===== config.mk =====
export PLATFORM = sky130hd
export DESIGN_NAME = mbcc_brake_cmd
export DESIGN_NICKNAME = d
export VERILOG_FILES = /design/src/logic/mbcc_pkg.sv /design/src/logic/mbcc_brake_cmd.sv /design/src/logic/mbcc_phase_timer.sv
export SDC_FILE = /design/constraint.sdc
export NUM_CORES = 1
export LEC_CHECK = 0
export BUFFER_PORTS_ARGS = -buffer_cell sky130_fd_sc_hd__buf_2
export CORE_ASPECT_RATIO = 1.2
export CORE_UTILIZATION = 52
export CTS_CLUSTER_DIAMETER = 30
export DETAILED_ROUTE_END_ITERATION = 16
export PLACE_DENSITY = 0.86
export SLEW_MARGIN = 20
export SYNTH_ARGS = -nofsm -noshare
export SYNTH_HDL_FRONTEND = slang
export SYNTH_SLANG_ARGS = --single-unit
export TNS_END_PERCENT = 20

===== constraint.sdc =====
create_clock -name core_clk -period 3.6 [get_ports core_clk]
set_clock_uncertainty 0.1 [all_clocks]
set_input_delay 0.36 -clock core_clk [delete_from_list [all_inputs] [get_ports core_clk]]
set_output_delay 0.36 -clock core_clk [all_outputs]
set_load 0.005 [all_outputs]

===== src/logic/mbcc_pkg.sv =====
package mbcc_pkg;
  // Register addresses, word addressed as the serial port presents them
  localparam logic [11:0] MBCC_ADDR_BRAKE_CFG = 12'h471;
  localparam logic [11:0] MBCC_ADDR_THRESH_SHADOW = 12'h472;
  localparam logic [11:0] MBCC_ADDR_THRESH_NVM = 12'h4D2;
  localparam logic [31:0] MBCC_RESET_VALUE = 32'h0000_0000;

  // Brake configuration fields
  localparam int MBCC_BRAKE_TYPE_BIT = 0;
  localparam int MBCC_PULSE_COUNT_LSB = 8;
  localparam int MBCC_HIGH_TIME_LSB = 11;
  localparam int MBCC_LOW_MULT_LSB = 14;
  localparam int MBCC_OVERSPEED_LSB = 16;
  localparam int MBCC_COAST_LSB = 21;
  localparam int MBCC_BACKEMF_LSB = 26;

  // Threshold register fields
  localparam int MBCC_STANDSTILL_LSB = 0;
  localparam int MBCC_OBSERVER_LSB = 7;
  localparam int MBCC_FALLBACK_LSB = 10;
  localparam int MBCC_RUN_LSB = 16;
  localparam int MBCC_HALT_LSB = 22;

  // Scale shifts onto a 16-bit full scale (65536 = 100 %)
  localparam int MBCC_OVERSPEED_SHIFT = 11;
  localparam int MBCC_STANDSTILL_SHIFT = 4;
  localparam int MBCC_OBSERVER_SHIFT = 7;
  localparam int MBCC_FALLBACK_SHIFT = 10;
  localparam int MBCC_CMD_SHIFT = 8;
  localparam int MBCC_BACKEMF_SHIFT = 8;

  // Timing
  localparam int MBCC_CLK_PERIOD_PS = 4000;
  localparam int MBCC_BRAKE_UNIT_PS = 11240000;
  localparam int MBCC_BRAKE_UNIT_CYCLES =
    (MBCC_BRAKE_UNIT_PS + MBCC_CLK_PERIOD_PS - 1) / MBCC_CLK_PERIOD_PS;
  localparam int MBCC_TIMER_WIDTH = 22;

  typedef enum logic [5:0] {
    MBCC_IDLE = 6'h01,
    MBCC_COAST = 6'h02,
    MBCC_PULSE_HIGH = 6'h04,
    MBCC_PULSE_LOW = 6'h08,
    MBCC_CURRENT_BRAKE = 6'h10,
    MBCC_DONE = 6'h20
  } mbcc_state_type;
endpackage : mbcc_pkg


===== src/logic/mbcc_brake_cmd.sv =====
`timescale 1ns/1ps
// Functional notes
// RULE1 - A FET brake issues two to the power of the pulse-count field plus one pulses.
// RULE2 - Each pulse on-phase lasts two to the power of the on-time field times 11.24 us.
// RULE3 - Each off-phase lasts the off multiplier times the on-phase, none when it is zero.
// RULE4 - Speed is too high to brake above (field plus one) times 3.125 % of maximum speed.
// RULE5 - Too high a speed causes a coast of two to the power of field plus one timer ticks.
// RULE6 - Back-EMF compensation amplitude is field times 0.390625 %, and zero disables it.
// RULE7 - The rotor is stationary below (field plus one) times 0.0244140625 % of max speed.
// RULE8 - The observer is unreliable below (field plus one) times 0.1953125 % of max speed.
// RULE9 - The default external command is field times 1.5625 % of the maximum command.
// RULE10 - The motor turns on once the command exceeds (field plus one) times 0.390625 %.
// RULE11 - The motor turns off once the command falls below field times 0.390625 %.
// RULE12 - The brake-type bit picks low-side FET pulses at zero, constant current at one.
// RULE13 - The pulse train alternates on and off phases, stops at the count, then FETs stay off.
module mbcc_brake_cmd
  import mbcc_pkg::*;
#(
  parameter int BRAKE_UNIT_CYCLES = MBCC_BRAKE_UNIT_CYCLES
) (
  input wire logic core_clk,
  input wire logic reset,
  input wire logic [11:0] reg_addr,
  input wire logic [31:0] reg_wdata,
  input wire logic reg_write,
  output logic [31:0] reg_rdata,
  input wire logic [15:0] rotor_speed,
  input wire logic [15:0] command_level,
  input wire logic brake_request,
  input wire logic timer_tick,
  output logic lowside_on,
  output logic current_brake_on,
  output logic coasting,
  output logic brake_busy,
  output logic overspeed,
  output logic standstill,
  output logic observer_unreliable,
  output logic motor_run,
  output logic backemf_comp_enable,
  output logic [15:0] backemf_comp_level,
  output logic [15:0] fallback_command_level
);
  logic [31:0] brake_cfg, thresh_shadow, thresh_nvm;
  logic [31:0] next_brake_cfg, next_thresh_shadow, next_thresh_nvm, next_reg_rdata;
  mbcc_state_type state, next_state;
  logic [8:0] pulses_done, next_pulses_done;
  logic [7:0] coast_ticks, next_coast_ticks;
  logic next_lowside_on, next_current_brake_on, next_coasting, next_brake_busy;
  logic next_overspeed, next_standstill, next_observer_unreliable, next_motor_run;
  logic next_backemf_comp_enable;
  logic [15:0] next_backemf_comp_level, next_fallback_command_level;
  logic timer_load, timer_expired;
  logic [MBCC_TIMER_WIDTH-1:0] timer_value, high_cycles, low_cycles;
  logic [2:0] count_exp, high_exp, coast_exp;
  logic [1:0] low_mult;
  logic [16:0] overspeed_limit;
  logic [15:0] standstill_limit, observer_limit;
  logic [16:0] run_limit;
  logic [15:0] halt_limit;

  // Scales an N-bit field (plus an optional one) onto the 16-bit full scale
  function automatic logic [16:0] mbcc_scale(input logic [6:0] field, input logic plus_one,
                                              input int shift);
    logic [16:0] wide;
    wide = {10'h000, field} + {16'h0000, plus_one};
    return 17'(wide << shift);
  endfunction : mbcc_scale

  assign count_exp = brake_cfg[MBCC_PULSE_COUNT_LSB +: 3];
  assign high_exp = brake_cfg[MBCC_HIGH_TIME_LSB +: 3];
  assign low_mult = brake_cfg[MBCC_LOW_MULT_LSB +: 2];
  assign coast_exp = brake_cfg[MBCC_COAST_LSB +: 3];
  assign high_cycles = MBCC_TIMER_WIDTH'(BRAKE_UNIT_CYCLES) << high_exp; // RULE2
  assign low_cycles = MBCC_TIMER_WIDTH'(high_cycles * low_mult); // RULE3
  assign overspeed_limit =
    mbcc_scale({2'b00, brake_cfg[MBCC_OVERSPEED_LSB +: 5]}, 1'b1, MBCC_OVERSPEED_SHIFT);
  assign standstill_limit =
    16'(mbcc_scale(thresh_shadow[MBCC_STANDSTILL_LSB +: 7], 1'b1, MBCC_STANDSTILL_SHIFT));
  assign observer_limit =
    16'(mbcc_scale({4'h0, thresh_shadow[MBCC_OBSERVER_LSB +: 3]}, 1'b1, MBCC_OBSERVER_SHIFT));
  assign run_limit =
    mbcc_scale({1'b0, thresh_shadow[MBCC_RUN_LSB +: 6]}, 1'b1, MBCC_CMD_SHIFT);
  assign halt_limit =
    16'(mbcc_scale({1'b0, thresh_shadow[MBCC_HALT_LSB +: 6]}, 1'b0, MBCC_CMD_SHIFT));

  // Register file
  always_comb begin
    next_brake_cfg = brake_cfg;
    next_thresh_shadow = thresh_shadow;
    next_thresh_nvm = thresh_nvm;
    if (reg_write) begin
      case (reg_addr)
        MBCC_ADDR_BRAKE_CFG: next_brake_cfg = reg_wdata;
        MBCC_ADDR_THRESH_SHADOW: next_thresh_shadow = reg_wdata;
        MBCC_ADDR_THRESH_NVM: next_thresh_nvm = reg_wdata;
        default: next_brake_cfg = brake_cfg;
      endcase
    end
    case (reg_addr)
      MBCC_ADDR_BRAKE_CFG: next_reg_rdata = brake_cfg;
      MBCC_ADDR_THRESH_SHADOW: next_reg_rdata = thresh_shadow;
      MBCC_ADDR_THRESH_NVM: next_reg_rdata = thresh_nvm;
      default: next_reg_rdata = 32'h0000_0000;
    endcase
  end

  always_ff @(posedge core_clk) begin
    if (reset) begin
      brake_cfg <= MBCC_RESET_VALUE;
      thresh_shadow <= MBCC_RESET_VALUE;
      thresh_nvm <= MBCC_RESET_VALUE;
      reg_rdata <= 32'h0000_0000;
    end else begin
      brake_cfg <= next_brake_cfg;
      thresh_shadow <= next_thresh_shadow;
      thresh_nvm <= next_thresh_nvm;
      reg_rdata <= next_reg_rdata;
    end
  end

  // Speed and command thresholds
  always_comb begin
    next_overspeed = {1'b0, rotor_speed} > overspeed_limit; // RULE4
    next_standstill = rotor_speed < standstill_limit; // RULE7
    next_observer_unreliable = rotor_speed < observer_limit; // RULE8
    next_motor_run = motor_run;
    if ({1'b0, command_level} > run_limit) begin
      next_motor_run = 1'b1; // RULE10
    end else if (command_level < halt_limit) begin
      next_motor_run = 1'b0; // RULE11
    end
    next_backemf_comp_level =
      16'(mbcc_scale({1'b0, brake_cfg[MBCC_BACKEMF_LSB +: 6]}, 1'b0, MBCC_BACKEMF_SHIFT)); // RULE6
    next_backemf_comp_enable = brake_cfg[MBCC_BACKEMF_LSB +: 6] != 6'h00; // RULE6
    next_fallback_command_level =
      16'(mbcc_scale({1'b0, thresh_shadow[MBCC_FALLBACK_LSB +: 6]}, 1'b0,
                     MBCC_FALLBACK_SHIFT)); // RULE9
  end

  always_ff @(posedge core_clk) begin
    if (reset) begin
      overspeed <= 1'b0;
      standstill <= 1'b0;
      observer_unreliable <= 1'b0;
      motor_run <= 1'b0;
      backemf_comp_level <= 16'h0000;
      backemf_comp_enable <= 1'b0;
      fallback_command_level <= 16'h0000;
    end else begin
      overspeed <= next_overspeed;
      standstill <= next_standstill;
      observer_unreliable <= next_observer_unreliable;
      motor_run <= next_motor_run;
      backemf_comp_level <= next_backemf_comp_level;
      backemf_comp_enable <= next_backemf_comp_enable;
      fallback_command_level <= next_fallback_command_level;
    end
  end

  mbcc_phase_timer u_phase_timer (
    .core_clk(core_clk),
    .reset(reset),
    .load(timer_load),
    .load_value(timer_value),
    .expired(timer_expired)
  );

  // Brake sequencer
  always_comb begin
    next_state = state;
    next_pulses_done = pulses_done;
    next_coast_ticks = coast_ticks;
    timer_load = 1'b0;
    timer_value = high_cycles;
    case (state)
      MBCC_IDLE: begin
        if (brake_request) begin
          if (brake_cfg[MBCC_BRAKE_TYPE_BIT]) begin
            next_state = MBCC_CURRENT_BRAKE; // RULE12
          end else if (overspeed) begin
            next_state = MBCC_COAST; // RULE5
            next_coast_ticks = 8'h00;
          end else begin
            next_state = MBCC_PULSE_HIGH; // RULE12
            next_pulses_done = 9'h000;
            timer_load = 1'b1;
          end
        end
      end
      MBCC_COAST: begin
        if (timer_tick) begin
          next_coast_ticks = coast_ticks + 8'h01;
          if ({1'b0, coast_ticks} + 9'h001 == (9'h001 << ({1'b0, coast_exp} + 4'h1))) begin // RULE5
            next_state = MBCC_IDLE;
          end
        end
      end
      MBCC_PULSE_HIGH: begin
        if (timer_expired) begin
          next_pulses_done = pulses_done + 9'h001;
          if (pulses_done + 9'h001 == (9'h001 << ({1'b0, count_exp} + 4'h1))) begin // RULE1
            next_state = MBCC_DONE; // RULE13
          end else if (low_mult == 2'h0) begin
            next_state = MBCC_PULSE_HIGH; // RULE3
            timer_load = 1'b1;
          end else begin
            next_state = MBCC_PULSE_LOW; // RULE13
            timer_load = 1'b1;
            timer_value = low_cycles;
          end
        end
      end
      MBCC_PULSE_LOW: begin
        if (timer_expired) begin
          next_state = MBCC_PULSE_HIGH; // RULE13
          timer_load = 1'b1;
        end
      end
      MBCC_CURRENT_BRAKE: begin
        if (!brake_request) begin
          next_state = MBCC_IDLE;
        end
      end
      MBCC_DONE: begin
        if (!brake_request) begin
          next_state = MBCC_IDLE;
        end
      end
      default: next_state = MBCC_IDLE;
    endcase
    next_lowside_on = next_state == MBCC_PULSE_HIGH; // RULE13
    next_current_brake_on = next_state == MBCC_CURRENT_BRAKE;
    next_coasting = next_state == MBCC_COAST;
    next_brake_busy = next_state != MBCC_IDLE && next_state != MBCC_DONE;
  end

  always_ff @(posedge core_clk) begin
    if (reset) begin
      state <= MBCC_IDLE;
      pulses_done <= 9'h000;
      coast_ticks <= 8'h00;
      lowside_on <= 1'b0;
      current_brake_on <= 1'b0;
      coasting <= 1'b0;
      brake_busy <= 1'b0;
    end else begin
      state <= next_state;
      pulses_done <= next_pulses_done;
      coast_ticks <= next_coast_ticks;
      lowside_on <= next_lowside_on;
      current_brake_on <= next_current_brake_on;
      coasting <= next_coasting;
      brake_busy <= next_brake_busy;
    end
  end
endmodule : mbcc_brake_cmd


===== src/logic/mbcc_phase_timer.sv =====
`timescale 1ns/1ps
module mbcc_phase_timer
  import mbcc_pkg::*;
(
  input wire logic core_clk,
  input wire logic reset,
  input wire logic load,
  input wire logic [MBCC_TIMER_WIDTH-1:0] load_value,
  output logic expired
);
  logic [MBCC_TIMER_WIDTH-1:0] count;
  logic [MBCC_TIMER_WIDTH-1:0] next_count;

  // Expired marks the last of load_value cycles, so the caller moves on exactly on time
  assign expired = count == {{(MBCC_TIMER_WIDTH-1){1'b0}}, 1'b1};

  always_comb begin
    next_count = count;
    if (load) begin
      next_count = load_value;
    end else if (count != '0) begin
      next_count = count - 1'b1;
    end
  end

  always_ff @(posedge core_clk) begin
    if (reset) begin
      count <= '0;
    end else begin
      count <= next_count;
    end
  end
endmodule : mbcc_phase_timer


## After elaboration in Yosys (flattened, before gate mapping)

Index checks and enable logic that the tools add are counted.

| cells by class | value |
|---|---|
| add/subtract/negate cells | 10 |
| $mul | 1 |
| order comparisons | 5 |
| equality and inequality tests | 23 |
| shift operators | 3 |
| muxes and demuxes | 37 |
| reductions and logical operators | 14 |

Operators by type and width:

| kind | number |
|---|---|
| $mux 22 | 6 |
| $pmux 32 s3 | 1 |
| $mux 6 | 7 |
| $eq 12x11->1 const B | 3 |
| $mux 9 | 4 |
| $mux 8 | 4 |
| $pmux 6 s5 | 1 |
| $eq 22x1->1 const B | 1 |
| $mul 22x2->22 | 1 |
| $reduce_bool 22->1 | 1 |
| $shl 12x3->22 const A | 1 |
| $sub 22x1->22 const B | 1 |
| $eq 9x9->1 | 2 |
| $pmux 9 s2 | 1 |
| $shl 1x4->9 const A | 2 |
| $gt 16x17->1 | 1 |
| $gt 16x15->1 | 1 |
| $lt 16x11->1 | 1 |
| $lt 16x12->1 | 1 |
| $lt 16x14->1 | 1 |
| $pmux 8 s2 | 1 |
| $add 3x1->4 const B | 3 |
| $eq 6x2->1 const B | 2 |
| $eq 6x3->1 const B | 2 |
| other kinds (25) | 44 |

| storage, ports and cells | value |
|---|---|
| flip-flop bits (word level) | 214 |

## Logic depth before layout (Yosys ltp)

Gate-level depths: netlist of the first run.

| depth | value |
|---|---|
| word-level depth | 8 |
| gate-level depth with buffers | 15 |
| depth with buffers taken out | 15 |

## Cells and area by module

A second synthesis of the first run with hierarchy kept.

| second synthesis, totals | value |
|---|---|
| cells, all modules | 1343 |
| area, all modules | 10657.7 um^2 |

By module, submodules not included:

| module | instances | cells each | area an instance (um^2) | seq. area each (um^2) |
|---|---|---|---|---|
| mbcc_brake_cmd | 1 | 1196 | 9396.5 | 3443.3 |
| mbcc_phase_timer | 1 | 147 | 1261.2 | 440.4 |

## Worst setup path after synthesis of the first run

Ideal clock, no wire load.

| timing | value |
|---|---|
| kind | reg2reg |
| from | reg brake_cfg[12] |
| to | reg u_phase_timer.count[16] |
| library setup time | 0.115 ns |
| arrival time | 3.173 ns |
| data required time | 3.385 ns |
| setup slack | 0.212 ns |
| stages on the path, launching flop included | 14 |
| path buffers | 2 |
| clock period less this slack | 3.388 ns |
| cells stage by stage | dfxtp_1 > clkbuf_1 > clkbuf_1 > a21oi_1 > and2_1 > ha_1 > nor2b_1 > o31a_1 > o31a_1 > o211ai_1 > nand3b_1 > nor4b_1 > or4_1 > and3_1 |

| on the way | value |
|---|---|
| word-level cells in the longest chain between the ends | 7 |

RTL lines:

| what | line | RTL |
|---|---|---|
| start: declaration | mbcc_brake_cmd.sv:43 | `logic [31:0] brake_cfg, thresh_shadow, thresh_nvm;` |
| start signal: assignment | mbcc_brake_cmd.sv:114 | `brake_cfg <= next_brake_cfg;` |
| $shl 12x3->22 * | mbcc_brake_cmd.sv:73 | `assign high_cycles = MBCC_TIMER_WIDTH'(BRAKE_UNIT_CYCLES) << high_exp;` |
| $mul 22x2->22 | mbcc_brake_cmd.sv:74 | `assign low_cycles = MBCC_TIMER_WIDTH'(high_cycles * low_mult);` |
| $mux 22 | mbcc_brake_cmd.sv:203 | `end else if (low_mult == 2'h0) begin` |
| $mux 22 | mbcc_brake_cmd.sv:201 | `if (pulses_done + 9'h001 == (9'h001 << ({1'b0, count_exp} + 4'h1))) begin` |
| $mux 22 | mbcc_brake_cmd.sv:199 | `if (timer_expired) begin` |
| $mux 22 * | mbcc_brake_cmd.sv:175 | `case (state)` |
| $mux 22 * | mbcc_phase_timer.sv:19 | `if (load) begin` |
| end signal: assignment | mbcc_phase_timer.sv:30 | `count <= next_count;` |
| end: declaration | mbcc_phase_timer.sv:11 | `logic [MBCC_TIMER_WIDTH-1:0] count;` |

Mark *: on every way between the ends. The rest lies on a longest branch, timed or not.
A chain may end at the register's enable or synchronous reset.

## Worst setup path after layout of the first run

| timing | value |
|---|---|
| from | reg brake_cfg[11] |
| to | reg u_phase_timer.count[16] |

The elaborated chain is that of the path after synthesis.

==> results of run 1 <==
## worst register-to-register path, delay by kind of cell (launching register included)
kind,cells,cell delay [ns]
buffers and inverters,1,0.08
AND/OR/NAND/NOR,8,1.51
flip-flops,1,0.39
AO/OA/AOI/OAI,3,0.72
adder cells (fa/ha/maj),2,0.44
## how the worst max path moves through the flow
| stage | end | slack [ns] |
|---|---|---|
| 2_1_floorplan | u_phase_timer.count[16] | 0.21 |
| 3_3_place_gp | u_phase_timer.count[16] | 0.23 |
| 3_5_place_dp | u_phase_timer.count[16] | 0.19 |
| 4_1_cts | u_phase_timer.count[16] | 0.18 |
| 5_1_grt | u_phase_timer.count[16] | 0.02 |
| 6_report | u_phase_timer.count[16] | 0.26 |
## placed cells by master, fill, tap and decap left out, types with 9 or more instances in the layout
| cell | instances |
|---|---|
| and3_1 | 21 |
| buf_2 | 132 |
| nand2_1 | 241 |
| conb_1 | 20 |
| nor2b_1 | 28 |
| xor2_1 | 30 |
| a222oi_1 | 32 |
| inv_1 | 33 |
| o21ai_0 | 34 |
| nor4_1 | 14 |
| a21oi_1 | 142 |
| and2_1 | 29 |
| a21o_1 | 9 |
| clkbuf_16 | 17 |
| xnor2_1 | 23 |
| nand3b_1 | 9 |
| dfxtp_1 | 192 |
| nand2b_1 | 13 |
| ha_1 | 52 |
| nor2_1 | 90 |
| buf_4 | 40 |
| o21a_1 | 15 |
| a211oi_1 | 16 |
| nand3_1 | 33 |
| mux2i_1 | 9 |
| nor3_1 | 26 |
## cell type report
type                    count  area share, %
clock buffers              19          3.699
repair buffers            173          8.191
flip-flops and latches    194          32.45
diodes                      1        0.02090
well taps                 261          2.727
inverters                  33          1.034
clock inverters            13          1.202
multi-input cells        1002          50.67
## repair_timing
action,4_1_cts,5_1_grt
setup endpoints to repair,0,2
buffers inserted,0,1
hold endpoints to repair,0,0
gates resized for setup,0,3
## power by group
part           internal, mW  switching (mW)
clock                  1.00           0.897
sequential             2.20          0.0477
combinational         0.200           0.268
total                  3.40            1.21
## flip-flops by register name (all words and copies together) (netlist names), 8 cells and up
register and flops:
coast_ticks 8, u_phase_timer.count 22, thresh_shadow 32, thresh_nvm 32, pulses_done 9, reg_rdata 32
brake_cfg 32
## cell families after synthesis
kind of cell	share of synthesized area, %
AOI/OAI and AO/OA	18.70
xor gates and xnor gates	4.665
adders and majority gates	6.428
buffers and inverters	5.624
DFF	37.22
muxes	1.079
other	0.03594
and+or+nand+nor	26.25
## metal layers
layer	vias up	GRT usage, %	share of wire (%)
met5	-	0	0.046
met4	2	13.95	3.4
met3	92	4.863	7.5
met2	507	48.76	49
met1	4739	31.74	39
li1	4795	-	-
## through the flow
stage | utilization [%] | area [um^2]
final | 61.04 | 11980
after global routing | 61.03 | 11970
after CTS | 60.96 | 11960
after detailed placement | 57.97 | 11370
after global placement | 57.97 | 11370
after floorplan | - | 10510
==> out/metrics.yaml, run 1 <==
place_congestion: 0.8986
grt_pass1_wl_um: 46010
placementRows: 56
finalCritPeriodShare_pct: 92.71
crit_type: "flip-flop to flip-flop"
grt-ovfl-total: 0
whs_ns: 0.03909
path_depth: 14
grt_max_degree: 82
ff2ff_setup_slack_ns: 0.26
ff2ff_path_depth: 14
cpLargestDelayFamily: "simple AND/OR/NAND/NOR gates"
setup_viol: 0
worst_pin_slew_ns: 0.8175
yosysSeqAreaShare_pct: 37.22
drtAntennaViolNets: 0
yosysTopAreaCell: "dfxtp_1"
fin_nets: 1555
leakagePower_nw: 4.722
clk_pin_slew_worst_paths_ns: 0.07
routed_wl_um: 28410
timing.slew.headroom_pct: 45.50
cts_tree: "built"
yosys_register_bits: 194
critPathArrivalTime_ns: 3.57
min_path_cells: 2
fin_crit_ns: 3.338
die_y_um: 157.2
vias: 10135
worstSetupStartpoint: "brake_cfg[11]"
finalMaxSlewViolations: 0
status: "completed"
gr-usage-all-layers_pct: 27.42
synth_area_mm2: 0.01043
yosysUniqueCellTypes: 73
report.power.total_mw: 4.611
netlist_instances: 1310
synth_ff_type: "dfxtp_1"
postCtsHoldBufs: 0
multi_input_area_mm2: 0.006068
slowest_delay_ns: 0.49
viasPerCell: 5.976
ff_latch_area_mm2: 0.003886
post-place-cells: 1662
start_kind: "flip-flop"
core-area_mm2: 0.01962
fmax_mhz: 299.6
routedWlPerCell_um: 16.75
worst_slack_ns: 0.2623
irDropWorstVdd_mv: 0.2900
dp_slack_ns: 0.1901
first_global_vias: 9521
clockBufferDepth: 2
final_hold_viol_count: 0
cp_num_buf_inv: 1
p_per_area_mw_per_mm2: 385.1
fillers: 1721
r2r-end: "u_phase_timer.count[16]"
rr_startpoint: "brake_cfg[11]"
tns_ns: 0
critical_path.max_fanout: 8
setup.worst_path.end_class: "flip-flop"
area_growth_pct: 14.77
io_buffers: 133
hold_path_startpoint: "rotor_speed[11]"
die_w_um: 131.3
yosysTopAreaCellShare_pct: 37.22
htreeDepth: 4
final_cells: 1696
antenna_found_initial: 1
yosysMostFrequentCell: "nand2_1"
synth_area_leaders: "dfxtp_1 37%, nand2_1 8.7%, a21oi_1 6.8%, ha_1 6.2%, nor2_1 3.3%"
dp_hpwl_um: 20570
synthArstFlopShare_pct: 0
critPathRequiredTime_ns: 3.83
insertion_delay_ns: 0.44
drt-pass1-iter-count: 7
boundaryPins: 154
layout-drive-gt1-share_pct: 15.83
crit_top_cell: "o31a_1"
rsz0062_at_grt: "false"
synth_edf_count: 0
yosys_warnings: 0
postSynthAreaPerCell_um2: 7.965
numCtsBuffers: 17
drc: 0
drt_iter0_drc: 877
crit_chain: "nor2_1, and2_1, nor2b_1, ha_1, inv_1, fa_1, nor2b_2, o31a_1, o31a_1, o211ai_1, nand3b_1, nor4b_1, or4_1, and3_1"
die-area_mm2: 0.02064
maxCapViolations: 0
slowest_stage: "or4_1"
clock_sink_count: 194
hold-path-endpoint: "observer_unreliable"
hold_path.class: "primary input to flip-flop"
synth_top_cells_by_count: "241 x nand2_1, 194 x dfxtp_1, 142 x a21oi_1"
start_util_pct: 53.18
root_buffer: "clkbuf_16"
Power figures use the tool's default switching activity.
==> inputs of run 2 (changes only) <==
--- a/config.mk
+++ b/config.mk
@@ -8,6 +8,7 @@
 export BUFFER_PORTS_ARGS = -buffer_cell sky130_fd_sc_hd__buf_2
 export CORE_ASPECT_RATIO = 1.2
 export CORE_UTILIZATION = 52
+export CTS_BUF_LIST = sky130_fd_sc_hd__clkbuf_16
 export CTS_CLUSTER_DIAMETER = 30
 export DETAILED_ROUTE_END_ITERATION = 16
 export PLACE_DENSITY = 0.86
==> out/metrics.yaml, run 2 (synthesis gave the netlist of run 1 again) <==
status: "completed"
final_cells: 1697  # +0.059%
worst_pin_slew_ns: 0.8625  # +0.04498 ns
layout-drive-gt1-share_pct: 15.76  # -0.070 points
dp_hpwl_um: 20570  # unchanged
clock_sink_count: 194  # unchanged
rsz0062_at_grt: "false"
maxCapViolations: 0  # unchanged
root_buffer: "clkbuf_16"
boundaryPins: 154  # unchanged
viasPerCell: 5.986  # +0.17%
grt_pass1_wl_um: 46040  # about the same
ff_latch_area_mm2: 0.003886  # unchanged
timing.slew.headroom_pct: 42.11  # -3.4 points
irDropWorstVdd_mv: 0.2999  # +3.4%
die-area_mm2: 0.02064  # unchanged
die_w_um: 131.3  # unchanged
postCtsHoldBufs: 0  # unchanged
die_y_um: 157.2  # unchanged
setup_viol: 0  # unchanged
place_congestion: 0.8986  # unchanged
drt-met1-wl_um: 11350  # +1.1%
drt_iter0_drc: 916  # +4.4%
fin_crit_ns: 3.343  # +0.005484 ns
gr-usage-all-layers_pct: 27.49  # +0.070 points
finalMaxSlewViolations: 0  # unchanged
cts_tree: "built"
antenna_found_initial: 1  # unchanged
grt-ovfl-total: 0  # unchanged
finalCritPeriodShare_pct: 92.87  # +0.15 points
placementRows: 56  # unchanged
routed.top_layer: "met4"
routed_wl_um: 28570  # +0.56%
multi_input_area_mm2: 0.006068  # unchanged
setup.worst_path.end_class: "flip-flop"
final_cell_mix: "241 x nand2_1, 192 x dfxtp_1, 142 x a21oi_1"
core-area_mm2: 0.01962  # unchanged
final_common_cell: "nand2_1"
fillers: 1726  # +0.29%
report.power.total_mw: 4.603  # -0.17%
clk_pin_slew_worst_paths_ns: 0.07  # about the same
start_kind: "flip-flop"
drt-pass1-iter-count: 8  # +1
grt_max_degree: 82  # unchanged
wl_met3_um: 2137  # about the same
io_buffers: 133  # unchanged
fin_nets: 1555  # unchanged
clockBufferDepth: 2  # unchanged
drtAntennaViolNets: 0  # unchanged
start_util_pct: 53.18  # unchanged
hold_path.class: "primary input to flip-flop"
vias: 10158  # +0.23%
slowest_delay_ns: 0.49  # about the same
fmax_mhz: 299.1  # -0.16%
crit_type: "flip-flop to flip-flop"
dp_slack_ns: 0.1901  # unchanged
routedWlPerCell_um: 16.83  # +0.50%
critPathArrivalTime_ns: 3.59  # +0.02 ns
tns_ns: 0  # unchanged
whs_ns: 0.02708  # -0.01202 ns
leakagePower_nw: 4.720  # about the same
wl_met2_um: 14190  # +0.92%
critPathRequiredTime_ns: 3.84  # about the same
first_global_vias: 9552  # +0.33%
final_hold_viol_count: 0  # unchanged
numCtsBuffers: 17  # unchanged
insertion_delay_ns: 0.45  # about the same
area_growth_pct: 14.70  # about the same
critical_path.max_fanout: 6  # -2
post-place-cells: 1662  # unchanged
slowest_stage: "or4_1"
crit_chain: "inv_1, nand2_1, nor2_1, and2_1, ha_1, inv_1, fa_1, nor2b_2, o31a_1, o31a_1, o211ai_1, nand3b_1, nor4b_1, or4_1, and3_1"
worst_slack_ns: 0.2568  # -0.005484 ns
drc: 0  # unchanged
htreeDepth: 4  # unchanged
p_per_area_mw_per_mm2: 384.6  # -0.11%
run 2: cell types whose count changed in the layout (fill, tap and decap cells not counted):
cell,delta
inv_1,+1
clkinv_1,+1
clkbuf_8,-1
diode_2,+1
clkbuf_1,-1
run 2: layout make-up:
cell class                      count  share of cell area (%)
Clock buffer                       17                   3.555
Inverter                           33                   1.035
Tap cell                          261                   2.729
Antenna cell                        2                 0.04182
Clock inverter                     15                   1.265
Timing Repair Buffer              173                   8.197
Multi-Input combinational cell   1002                   50.71
Sequential cell                   194                   32.47
run 2: path summary, 6_finish.rpt:
kind / cells past startpoint / end / start / slack (ns)
max: 15 / u_phase_timer.count[16] / brake_cfg[13] / 0.26
min: 2 / observer_unreliable / rotor_speed[11] / 0.03
max reg2reg: 15 / u_phase_timer.count[16] / brake_cfg[13] / 0.26
min reg2reg: 2 / thresh_nvm[8] / thresh_nvm[8] / 0.36
run 2: per-stage QoR:
step	util (%)	cell area [um^2]
after CTS	60.91	11950
after floorplan	-	10510
after detailed placement	57.97	11370
after global routing	60.98	11960
after global placement	57.97	11370
final	61.00	11970
run 2: metal layers:
| metal | vias to the layer above | GRT usage (%) |
|---|---|---|
| met3 | 82 | 5.153 |
| li1 | 4801 | - |
| met2 | 513 | 48.51 |
| met1 | 4762 | 31.90 |
| met4 | 0 | 14.12 |
| met5 | - | 0 |
run 2: worst max-delay path: cells and delay by family, from the launching register on:
family	cells	cell delay [ns]
DFF	1	0.37
buffers and inverters	2	0.14
and+or+nand+nor	8	1.50
AOI/OAI and AO/OA	3	0.72
adders and majority gates	2	0.42
run 2: what timing repair did:
| action | 4_1_cts | 5_1_grt |
|---|---|---|
| endpoints found under the setup margin | 0 | 2 |
| gates resized for setup | 0 | 3 |
| buffers inserted | 0 | 1 |
run 2: where the power goes:
group          internal, mW  switching, mW  leakage (nW)
sequential             2.20         0.0485          1.57
clock                 0.976          0.912         0.282
combinational         0.200          0.270          2.87
